**config.mk**
```make
export PLATFORM = sky130hd
export DESIGN_NAME = char_lcd_instruction_decoder
export DESIGN_NICKNAME = d
export VERILOG_FILES = /design/src/pkg/lcd_ctl_pkg.sv /design/src/verilog/data_fifo.sv /design/src/verilog/frame_timer.sv /design/src/verilog/char_lcd_instruction_decoder.sv
export SDC_FILE = /design/constraint.sdc
export NUM_CORES = 2
export LEC_CHECK = 0
export BUFFER_PORTS_ARGS = -buffer_cell sky130_fd_sc_hd__buf_2
export CORE_MARGIN = 10
export CORE_UTILIZATION = 65
export CTS_BUF_LIST = sky130_fd_sc_hd__clkbuf_16
export CTS_CLUSTER_SIZE = 12
export DETAILED_ROUTE_END_ITERATION = 8
export MAX_ROUTING_LAYER = met4
export PLACE_DENSITY_LB_ADDON = 0.1
export SLEW_MARGIN = 20
export SYNTH_ARGS = -nofsm -noshare
export SYNTH_HDL_FRONTEND = slang
export SYNTH_HIERARCHICAL = 1
export SYNTH_SLANG_ARGS = --single-unit
```
**constraint.sdc**
```tcl
create_clock -name sys_clk -period 149.2 [get_ports sys_clk]
set_clock_uncertainty 0.2 [all_clocks]
set_input_delay 7.46 -clock sys_clk [delete_from_list [all_inputs] [get_ports sys_clk]]
set_output_delay 7.46 -clock sys_clk [all_outputs]
set_load 0.01 [all_outputs]
```
**src/pkg/lcd_ctl_pkg.sv**
```systemverilog
// Shared constants and types for the character LCD instruction decoder
package lcd_ctl_pkg;
  // Host register select codes {high, low}
  localparam logic [1:0] SEL_DATA = 2'b11;
  localparam logic [1:0] SEL_INSTR = 2'b10;
  localparam logic [1:0] SEL_EXPAN = 2'b00;
  // Timing: oscillator-referenced execution time scaled to sys_clk
  localparam int CLK_HZ = 40000000;
  localparam int EXEC_NS = 37000;
  localparam int EXEC_CYC = (EXEC_NS * (CLK_HZ / 1000000)) / 1000;
  localparam int STAT_NS = 1000;
  localparam int STAT_CYC = (STAT_NS * (CLK_HZ / 1000000)) / 1000;
  // Frame periods in ns for 75.0, 56.3 and 79.4 Hz
  localparam int FRAME9_NS = 13333333;
  localparam int FRAME12_NS = 17761989;
  localparam int FRAME17_NS = 12594458;
  localparam int FRAME9_CYC = FRAME9_NS / 25;
  localparam int FRAME12_CYC = FRAME12_NS / 25;
  localparam int FRAME17_CYC = FRAME17_NS / 25;
  // Common counts per duty
  localparam logic [4:0] COMS_9 = 5'h09;
  localparam logic [4:0] COMS_12 = 5'h0C;
  localparam logic [4:0] COMS_17 = 5'h11;
  // Reset values
  localparam logic [4:0] CONTRAST_RST = 5'h00;
  localparam logic [6:0] ADDR_RST = 7'h00;
  // RAM depths
  localparam int DISP_DEPTH = 128;
  localparam int PAT_DEPTH = 64;
  localparam int MARK_DEPTH = 32;
  typedef enum logic [1:0] {TGT_DISP, TGT_PAT, TGT_MARK} ram_tgt_t;
endpackage

```
**src/verilog/data_fifo.sv**
```systemverilog
// Small synchronous FIFO with valid/ready handshakes
`timescale 1ns/1ps
module data_fifo #(
  parameter int WIDTH = 8,
  parameter int DEPTH = 8
) (
  // Clock and reset
  input wire logic sys_clk,
  input wire logic resetn,
  // Fill side
  input wire logic in_valid,
  output logic in_ready,
  input wire logic [WIDTH-1:0] in_data,
  // Drain side
  output logic out_valid,
  input wire logic out_ready,
  output logic [WIDTH-1:0] out_data
);
  localparam int AW = $clog2(DEPTH);
  logic [WIDTH-1:0] mem_r [DEPTH];
  logic [AW-1:0] wp_r, wp_nxt, rp_r, rp_nxt;
  logic [AW:0] cnt_r, cnt_nxt;
  logic push, pop;

  // Handshake terms; full and empty come straight from the count
  assign in_ready = (cnt_r != AW'(0) + (AW+1)'(DEPTH)) ? 1'b1 : 1'b0;
  assign out_valid = (cnt_r != '0);
  assign out_data = mem_r[rp_r];
  assign push = in_valid && in_ready;
  assign pop = out_valid && out_ready;

  // Pointer and count next values
  always_comb
  begin
    wp_nxt = push ? AW'(wp_r + 1'b1) : wp_r;
    rp_nxt = pop ? AW'(rp_r + 1'b1) : rp_r;
    cnt_nxt = cnt_r;
    if (push && !pop)
      cnt_nxt = cnt_r + 1'b1;
    else if (pop && !push)
      cnt_nxt = cnt_r - 1'b1;
  end

  // Storage only changes on a push, so it needs no reset
  always_ff @(posedge sys_clk)
  begin
    if (!resetn)
    begin
      wp_r <= '0;
      rp_r <= '0;
      cnt_r <= '0;
    end
    else
    begin
      wp_r <= wp_nxt;
      rp_r <= rp_nxt;
      cnt_r <= cnt_nxt;
    end
    if (push)
      mem_r[wp_r] <= in_data;
  end
endmodule

```
**src/verilog/frame_timer.sv**
```systemverilog
// Frame period and common scan counter for the selected duty
`timescale 1ns/1ps
module frame_timer
  import lcd_ctl_pkg::*;
(
  // Clock and reset
  input wire logic sys_clk,
  input wire logic resetn,
  // Scan format
  input wire logic [4:0] com_count,
  input wire logic [23:0] frame_cycles,
  // Scan position
  output logic [4:0] scan_step,
  output logic frame_tick
);
  logic [23:0] slot_len;
  logic [23:0] tick_r, tick_nxt;
  logic [4:0] step_r, step_nxt;
  logic tickp_r, tickp_nxt;

  // One step per common; frame period split evenly across commons
  assign slot_len = frame_cycles / {19'h0, com_count};
  assign scan_step = step_r;
  assign frame_tick = tickp_r;

  always_comb
  begin
    tick_nxt = tick_r + 24'h1;
    step_nxt = step_r;
    tickp_nxt = 1'b0;
    if (tick_r + 24'h1 >= slot_len)
    begin
      tick_nxt = 24'h0;
      if (step_r + 5'h1 >= com_count)
      begin
        step_nxt = 5'h0;
        tickp_nxt = 1'b1;
      end
      else
        step_nxt = step_r + 5'h1;
    end
  end

  always_ff @(posedge sys_clk)
  begin
    if (!resetn)
    begin
      tick_r <= 24'h0;
      step_r <= 5'h0;
      tickp_r <= 1'b0;
    end
    else
    begin
      tick_r <= tick_nxt;
      step_r <= step_nxt;
      tickp_r <= tickp_nxt;
    end
  end
endmodule

```
**src/verilog/char_lcd_instruction_decoder.sv**
```systemverilog
// Instruction decoder of a character LCD controller: RAMs, address counter, busy, scan
// Contract
// - Line and font bits pick 1/9, 1/12 or 1/17 duty with 9, 12, 17 commons.
// - Instruction 01xxxxxx loads a pattern RAM address and targets pattern RAM.
// - Instruction 1xxxxxxx loads a display RAM address and targets display RAM.
// - One address counter; target RAM held until next address-setting instruction.
// - Data write stores the bus byte at the counter in the selected RAM.
// - Status read returns busy on bit 7 and counter on bits 6..0 within 1 us.
// - While busy, data and expansion reads are refused and writes wait in the queue; the status read still answers.
// - Counter read back while busy may be off by one.
// - Data read returns the byte at the counter, then steps the counter.
// - Address, data, function and contrast instructions stay busy up to 37 us.
// - Expansion 0000001x latches marker line select; normal scan order mapping.
// - Reversed scan order maps marker select to the reversed common order.
// - Expansion 001xxxxx stores five bits into the contrast register.
// - Expansion read returns 000 then the five contrast bits.
// - Expansion 011xxxxx loads a marker RAM address and targets marker RAM.
// - Frame rate is 75.0, 56.3 or 79.4 Hz for the three duties.
// - Commons beyond the active duty drive the display-off waveform.
// - Each RAM access steps the counter up if entry bit is 1, else down.
// - Line bit 1 selects two lines; font bit picks small or large font.
`timescale 1ns/1ps
module char_lcd_instruction_decoder
  import lcd_ctl_pkg::*;
#(
  parameter int FIFO_DEPTH = 8,
  parameter int EXEC_COUNT = EXEC_CYC
) (
  // Clock and reset
  input wire logic sys_clk,
  input wire logic resetn,
  // Host access strobe and selects (pins, asynchronous)
  input wire logic host_strobe,
  input wire logic register_select_high,
  input wire logic register_select_low,
  input wire logic read_not_write,
  input wire logic [7:0] bus_in,
  // Host read data
  output logic [7:0] bus_out,
  output logic bus_oe,
  // Strap pin for common scan order
  input wire logic common_scan_reverse,
  // Display state
  output logic [4:0] contrast_level,
  output logic marker_line_select,
  output logic two_line_mode,
  output logic large_font,
  output logic [4:0] active_commons,
  output logic [16:0] backplane_line,
  output logic [16:0] backplane_off,
  output logic busy_indicator
);
  // Pin synchronisers: first stage read only by the second
  logic [12:0] s1_r, s2_r;
  logic stb_d_r;
  logic csr_r;
  always_ff @(posedge sys_clk)
  begin
    if (!resetn)
    begin
      s1_r <= 13'h0000;
      s2_r <= 13'h0000;
      stb_d_r <= 1'b0;
      csr_r <= 1'b0;
    end
    else
    begin
      // Bit 12 scan order, 11 strobe, 10:9 selects, 8 direction, 7:0 data
      s1_r <= {common_scan_reverse, host_strobe, register_select_high,
               register_select_low, read_not_write, bus_in};
      s2_r <= s1_r;
      stb_d_r <= s2_r[11];
      csr_r <= s2_r[12];
    end
  end

  // Decoded access; taken on the rising edge of the synchronised strobe
  logic acc;
  logic [1:0] sel;
  logic rd;
  logic [7:0] din;
  assign acc = s2_r[11] && !stb_d_r;
  assign sel = s2_r[10:9];
  assign rd = s2_r[8];
  assign din = s2_r[7:0];

  // Writes are queued so that a burst meeting a busy core is not lost
  logic wq_valid, wq_ready, wq_in_ready;
  logic [9:0] wq_data;
  data_fifo #(.WIDTH(10), .DEPTH(FIFO_DEPTH)) u_wq (
    .sys_clk(sys_clk),
    .resetn(resetn),
    .in_valid(acc && !rd),
    .in_ready(wq_in_ready),
    .in_data({sel, din}),
    .out_valid(wq_valid),
    .out_ready(wq_ready),
    .out_data(wq_data)
  );

  // Core state
  logic [7:0] disp_r [DISP_DEPTH];
  logic [7:0] pat_r [PAT_DEPTH];
  logic [7:0] mark_r [MARK_DEPTH];
  ram_tgt_t tgt_r, tgt_nxt;
  logic [6:0] addr_r, addr_nxt;
  logic entry_up_r, entry_up_nxt;
  logic two_r, two_nxt, font_r, font_nxt;
  logic [4:0] con_r, con_nxt;
  logic mark_sel_r, mark_sel_nxt;
  logic [15:0] busy_cnt_r, busy_cnt_nxt;
  logic busy_r, busy_nxt;
  logic [7:0] rdata_r, rdata_nxt;
  logic oe_r, oe_nxt;
  logic [7:0] stat_cnt_r, stat_cnt_nxt;
  logic wr_en;
  logic [7:0] ram_q;

  // Current RAM content at the counter for the selected target
  always_comb
  begin
    case (tgt_r)
      TGT_PAT: ram_q = pat_r[addr_r[5:0]];
      TGT_MARK: ram_q = mark_r[addr_r[4:0]];
      default: ram_q = disp_r[addr_r];
    endcase
  end

  // Write commands pop only when idle; a busy core stalls the queue
  // A read taken in the same cycle owns the core, so the queue head must wait
  assign wq_ready = (busy_cnt_r == 16'h0) && !(acc && rd);

  // Instruction execution, status and data reads
  always_comb
  begin
    logic [1:0] wsel;
    logic [7:0] wd;
    logic start;
    wsel = wq_data[9:8];
    wd = wq_data[7:0];
    start = 1'b0;
    tgt_nxt = tgt_r;
    addr_nxt = addr_r;
    entry_up_nxt = entry_up_r;
    two_nxt = two_r;
    font_nxt = font_r;
    con_nxt = con_r;
    mark_sel_nxt = mark_sel_r;
    rdata_nxt = rdata_r;
    oe_nxt = oe_r;
    stat_cnt_nxt = (stat_cnt_r != 8'h0) ? stat_cnt_r - 8'h1 : 8'h0;
    wr_en = 1'b0;
    if (stat_cnt_r == 8'h1)
      oe_nxt = 1'b0;
    // Reads are answered at once; only the status read is allowed while busy
    if (acc && rd)
    begin
      if (sel == SEL_INSTR)
      begin
        rdata_nxt = {busy_cnt_r != 16'h0, addr_r};
        oe_nxt = 1'b1;
        stat_cnt_nxt = 8'(STAT_CYC);
      end
      else if (busy_cnt_r == 16'h0)
      begin
        oe_nxt = 1'b1;
        stat_cnt_nxt = 8'(STAT_CYC);
        start = 1'b1;
        if (sel == SEL_DATA)
        begin
          rdata_nxt = ram_q;
          addr_nxt = entry_up_r ? addr_r + 7'h1 : addr_r - 7'h1;
        end
        else
          rdata_nxt = {3'b000, con_r};
      end
    end
    else if (wq_valid && wq_ready)
    begin
      start = 1'b1;
      if (wsel == SEL_DATA)
      begin
        wr_en = 1'b1;
        addr_nxt = entry_up_r ? addr_r + 7'h1 : addr_r - 7'h1;
      end
      else if (wsel == SEL_INSTR)
      begin
        if (wd[7])
        begin
          addr_nxt = wd[6:0];
          tgt_nxt = TGT_DISP;
        end
        else if (wd[6])
        begin
          addr_nxt = {1'b0, wd[5:0]};
          tgt_nxt = TGT_PAT;
        end
        else if (wd[5])
        begin
          two_nxt = wd[3];
          font_nxt = wd[2];
        end
        else if (wd[2] && !wd[3] && !wd[4])
          entry_up_nxt = wd[1];
        else if (wd[4] && !wd[3])
          addr_nxt = wd[2] ? addr_r + 7'h1 : addr_r - 7'h1;
      end
      else if (wsel == SEL_EXPAN)
      begin
        if (wd[7:5] == 3'b011)
        begin
          addr_nxt = {2'b00, wd[4:0]};
          tgt_nxt = TGT_MARK;
        end
        else if (wd[7:5] == 3'b001)
          con_nxt = wd[4:0];
        else if (wd[7:1] == 7'h01)
          mark_sel_nxt = wd[0];
      end
    end
    busy_cnt_nxt = start ? 16'(EXEC_COUNT) :
                   (busy_cnt_r != 16'h0) ? busy_cnt_r - 16'h1 : 16'h0;
    busy_nxt = (busy_cnt_nxt != 16'h0);
  end

  // Registers of the core
  always_ff @(posedge sys_clk)
  begin
    if (!resetn)
    begin
      tgt_r <= TGT_DISP;
      addr_r <= ADDR_RST;
      entry_up_r <= 1'b1;
      two_r <= 1'b0;
      font_r <= 1'b0;
      con_r <= CONTRAST_RST;
      mark_sel_r <= 1'b0;
      busy_cnt_r <= 16'h0;
      busy_r <= 1'b0;
      rdata_r <= 8'h00;
      oe_r <= 1'b0;
      stat_cnt_r <= 8'h00;
    end
    else
    begin
      tgt_r <= tgt_nxt;
      addr_r <= addr_nxt;
      entry_up_r <= entry_up_nxt;
      two_r <= two_nxt;
      font_r <= font_nxt;
      con_r <= con_nxt;
      mark_sel_r <= mark_sel_nxt;
      busy_cnt_r <= busy_cnt_nxt;
      busy_r <= busy_nxt;
      rdata_r <= rdata_nxt;
      oe_r <= oe_nxt;
      stat_cnt_r <= stat_cnt_nxt;
    end
    // RAM contents are undefined after reset, as on the real part
    if (wr_en)
    begin
      case (tgt_r)
        TGT_PAT: pat_r[addr_r[5:0]] <= wq_data[7:0];
        TGT_MARK: mark_r[addr_r[4:0]] <= wq_data[7:0];
        default: disp_r[addr_r] <= wq_data[7:0];
      endcase
    end
  end

  // Scan format from line and font bits
  logic [4:0] coms;
  logic [23:0] frame_len;
  always_comb
  begin
    if (two_r)
    begin
      coms = COMS_17;
      frame_len = 24'(FRAME17_CYC);
    end
    else if (font_r)
    begin
      coms = COMS_12;
      frame_len = 24'(FRAME12_CYC);
    end
    else
    begin
      coms = COMS_9;
      frame_len = 24'(FRAME9_CYC);
    end
  end

  logic [4:0] step;
  frame_timer u_ft (
    .sys_clk(sys_clk),
    .resetn(resetn),
    .com_count(coms),
    .frame_cycles(frame_len),
    .scan_step(step),
    .frame_tick()
  );

  // Map scan step to a physical common, honouring marker select and direction
  logic [4:0] base, phys;
  logic [16:0] line_nxt, off_nxt;
  always_comb
  begin
    if (mark_sel_r)
      base = (step + 5'h1 >= coms) ? 5'h0 : step + 5'h1;
    else
      base = step;
    phys = csr_r ? coms - 5'h1 - base : base;
    line_nxt = 17'h0;
    off_nxt = 17'h0;
    for (int i = 0; i < 17; i++)
    begin
      line_nxt[i] = (5'(i) == phys);
      off_nxt[i] = (5'(i) >= coms);
    end
  end

  // Output registers
  logic [16:0] line_r, off_r;
  logic [4:0] coms_r;
  always_ff @(posedge sys_clk)
  begin
    if (!resetn)
    begin
      line_r <= 17'h0;
      off_r <= 17'h1FFFF << COMS_9; // Matches the reset duty, so nothing flips on release
      coms_r <= COMS_9;
    end
    else
    begin
      line_r <= line_nxt;
      off_r <= off_nxt;
      coms_r <= coms;
    end
  end

  assign bus_out = rdata_r;
  assign bus_oe = oe_r;
  assign contrast_level = con_r;
  assign marker_line_select = mark_sel_r;
  assign two_line_mode = two_r;
  assign large_font = font_r;
  assign active_commons = coms_r;
  assign backplane_line = line_r;
  assign backplane_off = off_r;
  assign busy_indicator = busy_r;

  // Checks
  property p_busy_len;
    @(posedge sys_clk) disable iff (!resetn)
    $rose(busy_cnt_r != 16'h0) |-> (busy_cnt_r != 16'h0) [*8];
  endproperty
  a_busy_len: assert property (p_busy_len) else $error("busy too short");
  property p_no_pop_busy;
    @(posedge sys_clk) disable iff (!resetn)
    (busy_cnt_r != 16'h0) |-> !wr_en ##1 $stable(con_r);
  endproperty
  a_no_pop_busy: assert property (p_no_pop_busy) else $error("write while busy");
  property p_stat;
    @(posedge sys_clk) disable iff (!resetn)
    (acc && rd && sel == SEL_INSTR) |=> oe_r && rdata_r[6:0] == $past(addr_r);
  endproperty
  a_stat: assert property (p_stat) else $error("status read wrong");
  property p_con;
    @(posedge sys_clk) disable iff (!resetn)
    (wq_valid && wq_ready && wq_data[9:5] == 5'b00001) |=> con_r == $past(wq_data[4:0]);
  endproperty
  a_con: assert property (p_con) else $error("contrast not stored");
  property p_disp;
    @(posedge sys_clk) disable iff (!resetn)
    (wq_valid && wq_ready && wq_data[9:7] == 3'b101) |=> tgt_r == TGT_DISP;
  endproperty
  a_disp: assert property (p_disp) else $error("display target");
  property p_pat;
    @(posedge sys_clk) disable iff (!resetn)
    (wq_valid && wq_ready && wq_data[9:6] == 4'b1001) |=> tgt_r == TGT_PAT;
  endproperty
  a_pat: assert property (p_pat) else $error("pattern target");
  property p_step;
    @(posedge sys_clk) disable iff (!resetn)
    wr_en |=> addr_r == ($past(entry_up_r) ? $past(addr_r) + 7'h1 : $past(addr_r) - 7'h1);
  endproperty
  a_step: assert property (p_step) else $error("counter step");
  property p_duty;
    @(posedge sys_clk) disable iff (!resetn)
    coms == (two_r ? COMS_17 : font_r ? COMS_12 : COMS_9);
  endproperty
  a_duty: assert property (p_duty) else $error("duty");
  property p_off;
    @(posedge sys_clk) disable iff (!resetn)
    !two_r && !font_r && $stable(two_r) && $stable(font_r) |=> off_r[16:9] == 8'hFF;
  endproperty
  a_off: assert property (p_off) else $error("off commons");
endmodule

```
==> implementation parameters <==
Parameter                              Value

STA
  Clock period minus final worst setup slack ... 60,020 ps
  Normalized max-slew margin ... 25.4%
  Sum Neg Setup Slack ... 0 ps
  Number of setup violations in the final report ... 0
  Slew @ Worst Pin ... 1120 ps
  RSZ-0062 raised after global routing ... false
  Tcrit/Tclk final ... 40.2%
  Hold Fails Final Rpt ... 0
  Hold Worst Slack ... 228 ps
  PnR worst setup slack ... 89,180 ps
  Number of pins exceeding their max-slew limit in the final report ... 0
  Achievable clock frequency ... 16.7 MHz

Setup path
  Worst-case reg-to-reg path depth ... 257
  Data arrival, critical path ... 60,540 ps
  Critical R2R Capture ... u_ft/scan_step[2]
  Worst-path fanout max ... 31
  CP dominant cell by count ... sky130_fd_sc_hd__o21a_1
  Source of the worst register-to-register timing path ... two_line_mode
  Setup Crit Path Kind ... flop to flop
  Slowest stage delay, CP ... 710 ps
  Crit end category ... flop
  End of the critical path ... u_ft/scan_step[2]
  Cell with the largest stage delay on the worst path ... sky130_fd_sc_hd__or4_1
  Worst setup SP type ... flop
  Worst EP required ... 149,710 ps
  Stages on the worst setup path ... 257
  Number of buffer and inverter stages on the critical path ... 13
  Largest delay contributor family on the critical path ... compound AO/OA/AOI/OAI gates
  Worst-case register-to-register setup slack ... 89,180 ps
  Crit. Startpoint ... two_line_mode

Global routing
  Antenna violations before repair ... 5
  Maximum number of pins on one net before global-route repair ... 141
  Vias in the first global route ... 52.7k
  Global router's overall resource usage ... 29.6%
  Final global-route overflow total ... 0
  Global-route wire length before repair ... 339,000 um

Route
  First-pass detailed-route iteration total ... 6
  Remaining antenna violation count ... 0
  Routed WL ... 224,000 um
  Starting DRT DRC Count ... 6,009
  WL per Instance ... 28.8 um
  Vias ... 53.1k
  Drc violations ... 0
  DR vias/cell ... 6.82

Placed design
  Detailed placement HPWL ... 142,000 um
  Pre-CTS worst setup slack ... 89,950 ps
  Buffers added on ports ... 64
  Gp weighted congestion ... 0.902

Layout
  Register Area ... 59,400 sq um
  Area growth from synthesis to layout ... 8.74%
  Layout fillers ... 8,751
  Layout cell share with drive strength beyond 1 ... 17.2%
  Area of the multi-input gates ... 30,000 sq um
  Most common cell after layout, fill and taps aside ... sky130_fd_sc_hd__edfxtp_1
  Top library cells by usage in the layout, fill and taps aside ... sky130_fd_sc_hd__edfxtp_1 (1,872), sky130_fd_sc_hd__mux4_2 (500), sky130_fd_sc_hd__nor2_1 (493)
  Final net count ... 5,975

Clock tree
  CTS tree ... done
  TritonCTS buffer count ... 197
  Clock latency on the worst-skew pair ... 830 ps
  CTS resizes ... 0
  Clock transition at the registers of the reported paths ... 60 ps
  Total number of H-tree levels ... 4
  Number of buffers added to fix hold violations after cts ... 0
  Clock Tree Buf Depth ... 3
  Clock root cell ... sky130_fd_sc_hd__clkbuf_16
  Post-CTS setup buffers ... 0
  Num Clock Sinks ... 2,029

Floorplanning
  Vertical extent of the die ... 394 um
  Die W ... 394 um
  Starting density of the core ... 65.2%
  Placeable Area ... 139,000 sq um
  Core Rows ... 137
  Die footprint ... 155,000 sq um
  Number of ports placed on the die boundary ... 72

Synth
  Total number of yosys warnings ... 6
  Per-instance average area after synthesis ... 15.9 sq um
  Combined area of all synthesized cells ... 90,800 sq um
  Synthesized instance count ... 5,703

Worst hold path
  Depth of the worst hold-timing path ... 1
  Worst min path class ... flop to flop

Outcome
  Outcome ... completed

Run
  Max Cap Violations ... 0
-- final cells by class --
| type | count | share of cell area (%) |
|---|---|---|
| Inverter | 91 | 0.347 |
| Antenna cell | 2 | 0.00507 |
| Clock inverter | 120 | 0.759 |
| Clock buffer | 198 | 5.02 |
| Sequential cell | 2029 | 60.2 |
| Tap cell | 1876 | 2.38 |
| Timing Repair Buffer | 134 | 0.948 |
| Multi-Input combinational cell | 3339 | 30.4 |
-- per-layer routing --
layer  wire length [um]  vias up  track usage [%]
met5                  0        -                -
met2             109000     2755             46.5
li1                   -    22924                -
met4               8360        0             10.0
met1              85900    26909             38.9
met3              20300      498             5.95
-- metrics by stage --
| step | cell area, sq um | util (%) | std cells |
|---|---|---|---|
| floorplan | 90900 | - | 5734 |
| global placement | 93000 | 66.8 | 7468 |
| detailed placement | 93000 | 66.8 | 7468 |
| CTS | 98700 | 70.9 | 7786 |
| global route | 98700 | 70.9 | 7789 |
| finish | 98700 | 70.9 | 7789 |
-- state kept, by name, summed over array words and instances (netlist names), 2 cells and up, named ones only --
name,count
active_commons,3
addr_r,7
backplane_line,17
backplane_off,8
bus_out,8
busy_cnt_r,16
contrast_level,5
disp_r,1024
mark_r,256
pat_r,512
s1_r,13
s2_r,13
stat_cnt_r,8
tgt_r,2
u_ft/scan_step,5
u_ft/tick_r,24
u_wq/cnt_r,4
u_wq/mem_r,80
u_wq/rp_r,3
u_wq/wp_r,3
-- worst min path at each step --
stage	slack, ps	to	from
after floorplan	210	csr_r	s2_r[12]
after global placement	210	s2_r[4]	s1_r[4]
after detailed placement	220	s2_r[11]	s1_r[11]
after CTS	230	s2_r[11]	s1_r[11]
after global routing	250	s2_r[4]	s1_r[4]
final	230	s2_r[0]	s1_r[0]
Power is left out: the tool's default activity adds up to more than one toggle a clock period on the data nets, which glitch-free logic cannot reach.
